<file path="config.mk">
export PLATFORM = sky130hd
export DESIGN_NAME = video_pixel_input_port
export DESIGN_NICKNAME = d
export VERILOG_FILES = /design/src/pkg/pixel_port_pkg.sv /design/src/design/pixel_delay_line.sv /design/src/design/video_pixel_input_port.sv
export SDC_FILE = /design/constraint.sdc
export NUM_CORES = 1
export LEC_CHECK = 0
export BUFFER_PORTS_ARGS = -buffer_cell sky130_fd_sc_hd__buf_4
export CAP_MARGIN = 40
export CORE_UTILIZATION = 42
export DETAILED_ROUTE_END_ITERATION = 8
export SLEW_MARGIN = 20
export SYNTH_ARGS = -nofsm -noshare
export SYNTH_HDL_FRONTEND = slang
export SYNTH_SLANG_ARGS = --single-unit
export TNS_END_PERCENT = 100
</file>
<file path="constraint.sdc">
create_clock -name clock -period 47.2 [get_ports clock]
set_input_delay 14.16 -clock clock [delete_from_list [all_inputs] [get_ports clock]]
set_output_delay 14.16 -clock clock [all_outputs]
set_load 0.01 [all_outputs]
</file>
<file path="src/pkg/pixel_port_pkg.sv">
// Constants, field layout and types shared by the pixel input port design
package pixel_port_pkg;

    // Data path widths
    localparam int DATA_W   = 10;
    localparam int WORD_W   = 3 * DATA_W + 4;
    localparam int ADDR_W   = 8;

    // Register byte offsets
    localparam logic [ADDR_W-1:0] CTRL_OFS   = 8'h00;
    localparam logic [ADDR_W-1:0] STATUS_OFS = 8'h04;
    localparam logic [ADDR_W-1:0] TIMING_OFS = 8'h08;

    // Control register fields
    localparam int CTRL_FMT_LSB   = 0;
    localparam int CTRL_OS2X_BIT  = 2;
    localparam int CTRL_ASYNC_BIT = 3;
    localparam logic [4:0] CTRL_RESET = 5'h00;

    // Status register fields
    localparam int STAT_ADDR_BIT = 0;
    localparam int STAT_FILT_BIT = 1;
    localparam int STAT_OVF_BIT  = 2;
    localparam int STAT_INTP_BIT = 3;
    localparam int STAT_LAT_LSB  = 8;

    // Timing register fields
    localparam int TIM_LINE_LSB = 0;
    localparam int TIM_PIX_LSB  = 16;
    localparam int CNT_W        = 12;

    // Delay word layout, valid bit on top
    localparam int WORD_VALID = WORD_W - 1;
    localparam int WORD_BLANK = WORD_W - 2;
    localparam int WORD_LINE  = WORD_W - 3;
    localparam int WORD_FRAME = WORD_W - 4;

    // Pipeline latency in clock cycles
    localparam logic [4:0] LATENCY_BASE = 5'd16;
    localparam logic [4:0] LATENCY_OS2X = 5'd29;
    localparam int         LATENCY_MAX  = 29;

    // Pixel clock figures the source must meet, in kHz
    localparam int PIX_CLK_PS_KHZ    = 27000;
    localparam int PIX_CLK_HD_KHZ    = 74250;
    localparam int PIX_CLK_ASYNC_KHZ = 81000;

    // Reset pin low time, rounded up to whole cycles
    localparam int CLOCK_MHZ     = 40;
    localparam int RESET_LOW_NS  = 100;
    localparam int RESET_LOW_CYC = (RESET_LOW_NS * CLOCK_MHZ + 999) / 1000;

    // Input format encodings
    typedef enum logic [1:0] {
        FMT_YCC444 = 2'b00,
        FMT_YCC422 = 2'b01,
        FMT_RGB444 = 2'b11
    } fmt_e;

    // Chroma phase on the shared port in 4:2:2
    typedef enum logic {
        PH_CB = 1'b0,
        PH_CR = 1'b1
    } phase_e;

endpackage : pixel_port_pkg

</file>
<file path="src/design/pixel_delay_line.sv">
// Tapped shift register giving the selectable pipeline delay
`timescale 1ns/1ps
`default_nettype none

module pixel_delay_line #(
    parameter int WIDTH = 34,
    parameter int DEPTH = 29
) (
    // Clock and reset
    input  wire logic             clock,
    input  wire logic             rst,
    // Control
    input  wire logic             advance,
    input  wire logic [4:0]       tap_sel,
    // Data
    input  wire logic [WIDTH-1:0] din,
    output logic      [WIDTH-1:0] dout
);

    logic [WIDTH-1:0] stage_reg [DEPTH];

    // Stage 0 takes the new word, the rest shift along
    always_ff @(posedge clock) begin
        if (rst) begin
            stage_reg[0] <= '0;
        end else if (advance) begin
            stage_reg[0] <= din;
        end
    end

    // One flip-flop bank per delay stage
    genvar gi;
    generate
        for (gi = 1; gi < DEPTH; gi++) begin : g_stage
            always_ff @(posedge clock) begin
                if (rst) begin
                    stage_reg[gi] <= '0;
                end else if (advance) begin
                    stage_reg[gi] <= stage_reg[gi-1];
                end
            end
        end
    endgenerate

    // Tap select; out-of-range taps read the last stage
    assign dout = (int'(tap_sel) < DEPTH) ? stage_reg[tap_sel] : stage_reg[DEPTH-1];

endmodule : pixel_delay_line

`default_nettype wire

</file>
<file path="src/design/video_pixel_input_port.sv">
// Pixel input port: pin capture, channel mapping, fixed latency and APB registers
//
// Design decisions made here: the register offsets and the APB register port.
`timescale 1ns/1ps
`default_nettype none

// Notes on behaviour
// Pixel appears after 16 cycles, 29 with 2x oversampling in YCrCb formats.
// Source supplies 27, 74.25 or up to 81 MHz pixel clock per mode.
// Luma port carries Y in component mode, green in RGB mode.
// Colour port carries Cr in 4:4:4, red in RGB, ignored in 4:2:2.
// Shared chroma port carries multiplexed Cr/Cb in 4:2:2, blue in RGB.
// Active-low reset pin clears timing generator and control registers to defaults.
// Address-select pin level gives least significant variable serial address bit.
// Address-select high enables serial input noise filter, low disables it.
// Blanking input marks blanking intervals, driven alongside the pixel data.
// Line input is horizontal sync normally, composite sync in async timing mode.
// Frame input is vertical sync normally, alternate timing control in async mode.
// Luma to channel A, colour port to B, shared chroma port to C.
// Source keeps codes 64-940/64-960 for component outputs, full range RGB.
// All pixel words are captured on the rising clock edge in every format.
// 4:4:4 input bypasses the internal chroma interpolation.
// Control inputs are sampled on the same edge as their pixel data.
module video_pixel_input_port #(
    parameter int DATA_W = pixel_port_pkg::DATA_W
) (
    // Clock and reset
    input  wire logic              clock,
    input  wire logic              rst,
    // APB slave
    input  wire logic [7:0]        paddr,
    input  wire logic              psel,
    input  wire logic              penable,
    input  wire logic              pwrite,
    input  wire logic [31:0]       pwdata,
    input  wire logic [3:0]        pstrb,
    output logic      [31:0]       prdata,
    output logic                   pready,
    output logic                   pslverr,
    // Pixel pins from the source
    input  wire logic [DATA_W-1:0] luma_port,
    input  wire logic [DATA_W-1:0] red_chroma_port,
    input  wire logic [DATA_W-1:0] mux_chroma_port,
    input  wire logic              blank_ctrl_in,
    input  wire logic              line_timing_in,
    input  wire logic              frame_timing_in,
    // Device pins
    input  wire logic              reset_n_pin,
    input  wire logic              bus_addr_select_pin,
    // Serial bus configuration
    output logic                   serial_addr_lsb,
    output logic                   serial_filter_en,
    // Converter channel stream
    output logic                   out_valid,
    input  wire logic              out_ready,
    output logic      [DATA_W-1:0] out_chan_a,
    output logic      [DATA_W-1:0] out_chan_b,
    output logic      [DATA_W-1:0] out_chan_c,
    output logic                   out_blank,
    output logic                   out_hsync,
    output logic                   out_vsync,
    output logic                   out_csync,
    output logic                   out_alt_timing,
    output logic                   out_interp_on
);

    localparam int PIN_W  = 3 * DATA_W + 5;
    localparam int WORD_W = 3 * DATA_W + 4;
    localparam int CNT_W  = pixel_port_pkg::CNT_W;

    // Pin synchronisers; the first stage feeds only the second
    logic [PIN_W-1:0] pin_meta_reg;
    logic [PIN_W-1:0] pin_sync_reg;
    logic [PIN_W-1:0] pin_raw;

    assign pin_raw = {reset_n_pin, bus_addr_select_pin, blank_ctrl_in, line_timing_in,
                      frame_timing_in, luma_port, red_chroma_port, mux_chroma_port};

    always_ff @(posedge clock) begin
        if (rst) begin
            pin_meta_reg <= {1'b1, {(PIN_W-1){1'b0}}};
            pin_sync_reg <= {1'b1, {(PIN_W-1){1'b0}}};
        end else begin
            pin_meta_reg <= pin_raw;
            pin_sync_reg <= pin_meta_reg;
        end
    end

    // Captured pin fields, all from the same edge
    wire              cap_reset_n = pin_sync_reg[PIN_W-1];
    wire              cap_addr    = pin_sync_reg[PIN_W-2];
    wire              cap_blank   = pin_sync_reg[PIN_W-3];
    wire              cap_line    = pin_sync_reg[PIN_W-4];
    wire              cap_frame   = pin_sync_reg[PIN_W-5];
    wire [DATA_W-1:0] cap_luma    = pin_sync_reg[3*DATA_W-1:2*DATA_W];
    wire [DATA_W-1:0] cap_red     = pin_sync_reg[2*DATA_W-1:DATA_W];
    wire [DATA_W-1:0] cap_mux     = pin_sync_reg[DATA_W-1:0];

    // Reset pin must stay low a minimum time, rejecting glitches
    localparam int RST_CNT_W = $clog2(pixel_port_pkg::RESET_LOW_CYC + 1);
    localparam logic [RST_CNT_W-1:0] RST_CNT_MAX =
        RST_CNT_W'(pixel_port_pkg::RESET_LOW_CYC);
    logic [RST_CNT_W-1:0] rst_low_reg;
    logic [RST_CNT_W-1:0] rst_low_next;
    wire                  pin_reset   = (rst_low_reg == RST_CNT_MAX);
    wire                  dev_reset   = rst | pin_reset;

    assign rst_low_next = cap_reset_n ? '0 :
                          (pin_reset ? rst_low_reg : rst_low_reg + RST_CNT_W'(1));

    always_ff @(posedge clock) begin
        if (rst) begin
            rst_low_reg <= '0;
        end else begin
            rst_low_reg <= rst_low_next;
        end
    end

    // Address select drives serial address bit and filter enable
    logic addr_sel_reg;

    always_ff @(posedge clock) begin
        if (rst) begin
            addr_sel_reg <= 1'b0;
        end else begin
            addr_sel_reg <= cap_addr;
        end
    end

    assign serial_addr_lsb  = addr_sel_reg;
    assign serial_filter_en = addr_sel_reg;

    // Control register fields
    logic [4:0] ctrl_reg;
    wire  [1:0] fmt_raw    = ctrl_reg[pixel_port_pkg::CTRL_FMT_LSB +: 2];
    wire        os2x       = ctrl_reg[pixel_port_pkg::CTRL_OS2X_BIT];
    wire        async_mode = ctrl_reg[pixel_port_pkg::CTRL_ASYNC_BIT];
    wire        fmt_422    = (fmt_raw == pixel_port_pkg::FMT_YCC422);
    wire        fmt_rgb    = (fmt_raw == pixel_port_pkg::FMT_RGB444);

    // Latency; RGB stays at base latency even at 2x
    wire [4:0] latency = (os2x && !fmt_rgb) ? pixel_port_pkg::LATENCY_OS2X
                                            : pixel_port_pkg::LATENCY_BASE;
    // Capture is cycle 0; the buffer register adds one after the tap
    wire [4:0] tap_sel = latency - 5'd2;

    // 4:2:2 chroma demultiplex with sample-and-hold interpolation
    pixel_port_pkg::phase_e phase_reg;
    pixel_port_pkg::phase_e phase_next;
    logic [DATA_W-1:0]      cr_hold_reg;
    logic [DATA_W-1:0]      cb_hold_reg;

    // Phase restarts on Cb at every blanking interval
    assign phase_next = cap_blank ? pixel_port_pkg::PH_CB :
                        (phase_reg == pixel_port_pkg::PH_CB) ? pixel_port_pkg::PH_CR
                                                             : pixel_port_pkg::PH_CB;

    always_ff @(posedge clock) begin
        if (dev_reset) begin
            phase_reg   <= pixel_port_pkg::PH_CB;
            cr_hold_reg <= '0;
            cb_hold_reg <= '0;
        end else begin
            phase_reg <= phase_next;
            if (!cap_blank && phase_reg == pixel_port_pkg::PH_CR) begin
                cr_hold_reg <= cap_mux;
            end
            if (!cap_blank && phase_reg == pixel_port_pkg::PH_CB) begin
                cb_hold_reg <= cap_mux;
            end
        end
    end

    // Channel routing; colour port unused in 4:2:2, bypassed path in 4:4:4
    wire [DATA_W-1:0] chan_a = cap_luma;
    wire [DATA_W-1:0] chan_b = fmt_422 ? cr_hold_reg : cap_red;
    wire [DATA_W-1:0] chan_c = fmt_422 ? cb_hold_reg : cap_mux;

    // Data and control travel together through the same delay word
    wire [WORD_W-1:0] word_in = {1'b1, cap_blank, cap_line, cap_frame,
                                 chan_a, chan_b, chan_c};
    logic [WORD_W-1:0] word_tap;
    logic              buf_in_ready;

    pixel_delay_line #(
        .WIDTH (WORD_W),
        .DEPTH (pixel_port_pkg::LATENCY_MAX)
    ) u_delay (
        .clock   (clock),
        .rst     (dev_reset),
        .advance (buf_in_ready),
        .tap_sel (tap_sel),
        .din     (word_in),
        .dout    (word_tap)
    );

    // Two-entry output buffer; a full buffer freezes the delay line
    logic [WORD_W-1:0] buf_mem_reg [2];
    logic              buf_wptr_reg;
    logic              buf_rptr_reg;
    logic [1:0]        buf_cnt_reg;
    logic [1:0]        buf_cnt_next;
    wire               buf_push = buf_in_ready && word_tap[pixel_port_pkg::WORD_VALID];
    wire               buf_pop  = out_valid && out_ready;

    assign buf_in_ready = (buf_cnt_reg != 2'd2);
    assign out_valid    = (buf_cnt_reg != 2'd0);
    assign buf_cnt_next = buf_cnt_reg + {1'b0, buf_push} - {1'b0, buf_pop};

    always_ff @(posedge clock) begin
        if (dev_reset) begin
            buf_wptr_reg <= 1'b0;
            buf_rptr_reg <= 1'b0;
            buf_cnt_reg  <= 2'd0;
        end else begin
            buf_wptr_reg <= buf_wptr_reg ^ buf_push;
            buf_rptr_reg <= buf_rptr_reg ^ buf_pop;
            buf_cnt_reg  <= buf_cnt_next;
        end
    end

    // Storage needs no reset; empty entries are never shown as valid
    always_ff @(posedge clock) begin
        if (buf_push) begin
            buf_mem_reg[buf_wptr_reg] <= word_tap;
        end
    end

    // Head entry fields
    wire [WORD_W-1:0] head = buf_mem_reg[buf_rptr_reg];

    assign out_chan_a     = head[3*DATA_W-1:2*DATA_W];
    assign out_chan_b     = head[2*DATA_W-1:DATA_W];
    assign out_chan_c     = head[DATA_W-1:0];
    assign out_blank      = out_valid && head[pixel_port_pkg::WORD_BLANK];
    // Sync roles follow the timing mode
    assign out_hsync      = out_valid && !async_mode && head[pixel_port_pkg::WORD_LINE];
    assign out_csync      = out_valid && async_mode && head[pixel_port_pkg::WORD_LINE];
    assign out_vsync      = out_valid && !async_mode && head[pixel_port_pkg::WORD_FRAME];
    assign out_alt_timing = out_valid && async_mode && head[pixel_port_pkg::WORD_FRAME];
    assign out_interp_on  = fmt_422;

    // Timing generator: pixel and line counters from the sync edges
    logic             line_prev_reg;
    logic             frame_prev_reg;
    logic [CNT_W-1:0] pix_cnt_reg;
    logic [CNT_W-1:0] line_cnt_reg;
    wire              line_edge  = cap_line && !line_prev_reg;
    wire              frame_edge = cap_frame && !frame_prev_reg;

    always_ff @(posedge clock) begin
        if (dev_reset) begin
            line_prev_reg  <= 1'b0;
            frame_prev_reg <= 1'b0;
            pix_cnt_reg    <= '0;
            line_cnt_reg   <= '0;
        end else begin
            line_prev_reg  <= cap_line;
            frame_prev_reg <= cap_frame;
            pix_cnt_reg    <= line_edge ? '0 : pix_cnt_reg + CNT_W'(1);
            if (frame_edge) begin
                line_cnt_reg <= '0;
            end else if (line_edge) begin
                line_cnt_reg <= line_cnt_reg + CNT_W'(1);
            end
        end
    end

    // Overflow: a captured word lost while the buffer stalls
    logic ovf_reg;

    // APB decode
    wire setup     = psel && !penable;
    wire access    = psel && penable;
    wire hit_ctrl  = (paddr == pixel_port_pkg::CTRL_OFS);
    wire hit_stat  = (paddr == pixel_port_pkg::STATUS_OFS);
    wire hit_time  = (paddr == pixel_port_pkg::TIMING_OFS);
    wire hit_any   = hit_ctrl || hit_stat || hit_time;
    wire wr_ctrl   = access && pwrite && hit_ctrl && pstrb[0];
    wire clr_ovf   = access && pwrite && hit_stat && pstrb[0] &&
                     pwdata[pixel_port_pkg::STAT_OVF_BIT];
    wire lost_word = !buf_in_ready && !dev_reset;

    // Control register, defaults restored by either reset
    always_ff @(posedge clock) begin
        if (dev_reset) begin
            ctrl_reg <= pixel_port_pkg::CTRL_RESET;
        end else if (wr_ctrl) begin
            ctrl_reg <= pwdata[4:0];
        end
    end

    // Set wins over a simultaneous clear
    always_ff @(posedge clock) begin
        if (dev_reset) begin
            ovf_reg <= 1'b0;
        end else if (lost_word) begin
            ovf_reg <= 1'b1;
        end else if (clr_ovf) begin
            ovf_reg <= 1'b0;
        end
    end

    // Read words
    logic [31:0] stat_word;
    logic [31:0] time_word;
    logic [31:0] rd_mux;

    always_comb begin
        stat_word = 32'h0000_0000;
        stat_word[pixel_port_pkg::STAT_ADDR_BIT] = addr_sel_reg;
        stat_word[pixel_port_pkg::STAT_FILT_BIT] = addr_sel_reg;
        stat_word[pixel_port_pkg::STAT_OVF_BIT]  = ovf_reg;
        stat_word[pixel_port_pkg::STAT_INTP_BIT] = fmt_422;
        stat_word[pixel_port_pkg::STAT_LAT_LSB +: 5] = latency;
        time_word = 32'h0000_0000;
        time_word[pixel_port_pkg::TIM_LINE_LSB +: CNT_W] = line_cnt_reg;
        time_word[pixel_port_pkg::TIM_PIX_LSB +: CNT_W]  = pix_cnt_reg;
    end

    assign rd_mux = hit_ctrl ? {27'h000_0000, ctrl_reg} :
                    hit_stat ? stat_word :
                    hit_time ? time_word : 32'h0000_0000;

    // Read data is latched in the setup cycle, so access needs no wait
    always_ff @(posedge clock) begin
        if (rst) begin
            prdata <= 32'h0000_0000;
        end else if (setup) begin
            prdata <= pwrite ? 32'h0000_0000 : rd_mux;
        end
    end

    assign pready  = 1'b1;
    assign pslverr = access && !hit_any;

endmodule : video_pixel_input_port

`default_nettype wire

</file>
* Word level (Yosys, flattened, before mapping)
Memory sizes are Yosys's and may differ from the RTL's. A register that Yosys moved wholly into a read port is not among the register bits.
Index checks and enable logic that the tools add are counted.
** Word-level totals
- Logic and storage cells :: 155
- Memories :: 2
- Bits in registers :: 163
- Memory bits (writable) :: 1054
** Memory list
- u_delay.stage_reg :: words 29, bits a word 34, rd ports 30, clocked after memory_dff 0, write ports 29, RTL line pixel_delay_line.sv:20 : logic [WIDTH-1:0] stage_reg [DEPTH];
- buf_mem_reg :: words 2, bits a word 34, rd ports 1, clocked after memory_dff 1, write ports 1, RTL line video_pixel_input_port.sv:198 : logic [WORD_W-1:0] buf_mem_reg [2];
** Operators by class
- Reduce and logical (&&, ||, !) cells :: 42
- Mux-type cells :: 48
- Bitwise operators :: 33
- Equality and inequality tests :: 6
- $lt $le $gt $ge :: 1
- $add $sub $neg :: 6
** Operator list (count)
- $mux 34 :: 30
- $mux 28 :: 4
- $or 1x1->1 :: 30
- $add 12x1->12 const B :: 2
- $logic_and 1x1->1 :: 24
- $mux 10 :: 2
- $mux 1 :: 11
- $logic_not 1->1 :: 9
- $eq 8x3->1 const B :: 1
- $eq 8x4->1 const B :: 1
- $logic_not 8->1 :: 1
- $reduce_or 2->1 :: 4
- $lt 5x5->1 const B :: 1
- $sub 5x2->5 const B :: 1
- $mux 4 :: 1
- $reduce_bool 2->1 :: 2
- $add 3x1->3 const B :: 1
- $eq 3x3->1 const B :: 1
- $add 2x1->2 :: 1
- $eq 2x1->1 const B :: 1
- $eq 2x2->1 const B :: 1
- $logic_or 1x1->1 :: 2
- $ne 2x2->1 const B :: 1
- $sub 2x1->2 :: 1
- 2 further kinds :: 3

* Depth between registers and ports, before layout
- Depth after elaboration :: 10
- Gate-level depth with buffers :: 11
- Gate-level depth less buffers :: 10

* Hierarchy
Synthesis repeated with hierarchy kept, for this count alone.
** Second synthesis, totals
- Cell total of the unflattened synthesis :: 3564
- Area, all modules :: 52108.7 µm²
** By module, submodules not included
- pixel_delay_line :: cells an instance 2856, seq. area each 29608.4 µm², area each 44139.8 µm², instances 1
- video_pixel_input_port :: cells an instance 708, seq. area each 5104.9 µm², area each 7968.9 µm², instances 1

* Least setup slack after synthesis
OpenSTA, ideal clock, no wires.
- Path kind :: in2reg
- Start point :: input port rst
- End point :: memory u_delay.stage_reg[0][0], enable pin
- Path buffers :: 3
- Cell stages on the path :: 5
- Data arrival time :: 30.301 ns
- Setup time :: 6.585 ns
- Required time :: 40.615 ns
- Slack :: 10.315 ns
- Cells stage by stage :: buf_2 a21oi_4 buf_2 clkbuf_1 nand2_1
** RTL lines
- start: declaration :: RTL line video_pixel_input_port.sv:29 : input wire logic rst,
- end: declaration :: RTL line pixel_delay_line.sv:20

* Worst setup path after layout
- Start point :: input port paddr[1]
- End point :: output port pslverr
** Between the ends
- Word-level cells in the longest chain between the ends :: 5
** RTL lines
- start: declaration :: RTL line video_pixel_input_port.sv:31 : input wire logic [7:0] paddr,
- $eq 8x3->1 / $logic_not 8->1 (equally long branches) :: RTL line video_pixel_input_port.sv:276, video_pixel_input_port.sv:275
- $logic_or 1x1->1 :: RTL line video_pixel_input_port.sv:278 : wire hit_any = hit_ctrl || hit_stat || hit_time;
- $logic_or 1x1->1 (*) :: RTL line video_pixel_input_port.sv:278
- $logic_not 1->1 (*) :: RTL line video_pixel_input_port.sv:335 : assign pslverr = access && !hit_any;
- $logic_and 1x1->1 (*) :: RTL line video_pixel_input_port.sv:335
- end: declaration :: RTL line video_pixel_input_port.sv:39 : output logic pslverr,
Mark *: on every way between the ends. The rest lies on a longest branch, timed or not.

==> reports/qor.csv <==
metric;value;unit
status;completed;
Synth async-reset ratio;0;%
Pins Over Slew Limit;0;
die height;325;µm
TritonCTS buffer count;115;
Pre-antenna DRT Iters;6;
synthesized flop and latch total;1174;
Syn Std Cell Area;43700;µm²
Data arrival, critical path;15.02;ns
clock skew;0.0287;ns
sequential area share after synthesis;77.1;%
Min Clock Period, post-route;29.18;ns
gpl congestion;0.787;
Finish-stage setup viols;0;
most common cell in the netlist;edfxtp_1;
1st-iter DRT viols;2153;
Clk Latency, worst-skew pair;0.69;ns
worst-path maximum fanout;6;
CP Launch Point;paddr[1];
Hold Vio Cnt, Final;0;
min-delay src;pin_meta_reg[34]$_SDFF_PP1_;
GRT Overall Usage;12.6;%
via count;21803;
ys flop type;edfxtp_1;
grt total ovfl;0;
share of the synthesized area in the top cell type;69.9;%
CTS Sinks;1174;
clock-pin slew on the worst setup and hold paths;0.07;ns
Nets;2963;
vias per cell;5.03;
maximum clock path buffer count;3;
largest net degree at the start of global routing;382;
filler cell count;8607;
area leader, netlist;edfxtp_1;
Seq. cell area;33700;µm²
peak supply drop;0.0303;mV
remaining antenna violation count;0;
CTS root buf;clkbuf_16;
vias in the first global route;21137;
Pwr per Cell Area;55.3;nW/µm²
achievable frequency;34.3;MHz
Min-Delay Path Class;reg2reg;
max FFs per register;952;
Avg Cell Area, Syn;15.4;µm²
I/O pins;158;
synth unique cells;46;
setup TNS;0;ns
ant diodes;0;
die span in x;325;µm
Max-cap violations;0;
Rows;117;
CTS tree;done;
P&R area growth vs syn;13.3;%
DP HPWL;34000;µm
drc violations;0;
Synth warnings;0;
post-CTS setup buffer count;0;
I/O Buffers;119;
critical path type;in2out;
final core utilization;48.4;%
share of cells above drive strength 1;13.3;%
Max transition margin;16.3;%
Post-synth EDFFs;1018;
crit path capture type;primary output;
# hold bufs at CTS;0;
post-CTS resize count;0;
crit share post-route;61.8;%
first-pass GRT wire length;111000;µm
RSZ-0062 raised after global routing;no;
Worst EP required;33.04;ns
initial antenna violation count;1;
worst slew pin tran;1.26;ns
Total Routed Length;68200;µm
reg-to-reg startpoint;rst_low_reg[0]$_SDFFE_PP0N_;
Core Area;102000;µm²
Post-Syn Instances;2847;
DR WL/cell;15.7;µm
Pleak;22.8;nW
H-tree lvl count;3;
multi-input logic area;8950;µm²
die footprint;105000;µm²
synth top area cells;edfxtp_1, and3_1, dfxtp_1;
CP Launch Type;primary input;
Initial Utilization;42.7;%
Post-synth top cells;edfxtp_1, and3_1, clkbuf_1, dfxtp_1, nand2_1;
-- power by group --
| part | internal, mW | switching, mW | leakage (nW) | total, mW |
|---|---|---|---|---|
| Clock | 0.510 | 0.376 | 1.79 | 0.885 |
| Combinational | 0.119 | 0.137 | 7.61 | 0.256 |
| Sequential | 1.52 | 0.0792 | 13.4 | 1.60 |
-- placed cells by master (no fill, tap or decap), types with 5 or more instances in the layout --
cell type   instances
a21oi_1            47
a22o_1             17
and2_1              6
and3_1            934
buf_12              7
buf_16             11
buf_4             136
bufinv_16           9
clkbuf_1           30
clkbuf_16         115
clkbuf_8            7
clkinv_1           14
clkinv_2           20
clkinvlp_4          6
conb_1              8
dfxtp_1           156
edfxtp_1         1018
ha_1                8
inv_1              13
mux2_2             63
mux2i_1             8
nand2_1           105
nand2b_1            7
nand3_1            16
nand4_1             5
nor2_1             37
nor2b_1            75
nor3_1              5
o21ai_0            15
xnor2_1             5
xor2_1             18
-- final timing paths --
path / end / slack, ns / cells past startpoint
worst min-delay path: pin_sync_reg[34]$_SDFF_PP1_ / 0.41 / 1
worst max register to register: u_delay.stage_reg[15][21]$_SDFFCE_PN0P_ / 42.88 / 10
worst min register to register: pin_sync_reg[34]$_SDFF_PP1_ / 0.41 / 1
worst max-delay path: pslverr / 18.02 / 4
-- layout make-up --
| cell class | instances | share of cell area (%) |
|---|---|---|
| multi-input cells | 1411 | 18.1 |
| repair buffers | 155 | 2.98 |
| well taps | 1368 | 3.45 |
| clock buffers | 152 | 6.23 |
| inverters | 13 | 0.0985 |
| clock inverters | 58 | 1.18 |
| flip-flops and latches | 1174 | 68.0 |
-- critical path, cell delays in order --
cell and delay (ns):
buf_4 0.12, nor4_4 0.39, a31oi_1 0.17, buf_4 0.18
-- layer usage --
metal / GRT usage [%] / part of all wire (%) / wire (µm) / up-vias
met4: 4.28 / 2.5 / 1740 / 0
met3: 2.66 / 4.0 / 2710 / 127
li1: - / - / - / 10683
met2: 18.9 / 45 / 30500 / 348
met5: 0 / 0 / 0 / -
met1: 18.2 / 49 / 33300 / 10645
-- per-stage QoR --
step,cells,total power [mW],hold WS (ns),setup slack [ns],instance area (µm²)
finish,4331,2.74,0.411,18.02,49600
CTS,4325,2.77,0.413,18.03,49400
detailed placement,4115,1.88,0.397,18.04,45700
global route,4331,2.87,0.427,18.01,49600
floorplan,2853,1.83,0.389,10.31,43700
global placement,4109,1.86,0.397,18.08,45600
-- logic make-up after synthesis --
kind of cell               share of synthesized area (%)
other                                             0.0172
muxes                                               1.81
and+or+nand+nor                                     16.6
DFF                                                 77.1
buffers and inverters                               2.57
adders and majority gates                          0.229
xor gates and xnor gates                           0.461
AOI/OAI and AO/OA                                   1.27
Note: power is estimated with default switching activity, not from simulation.
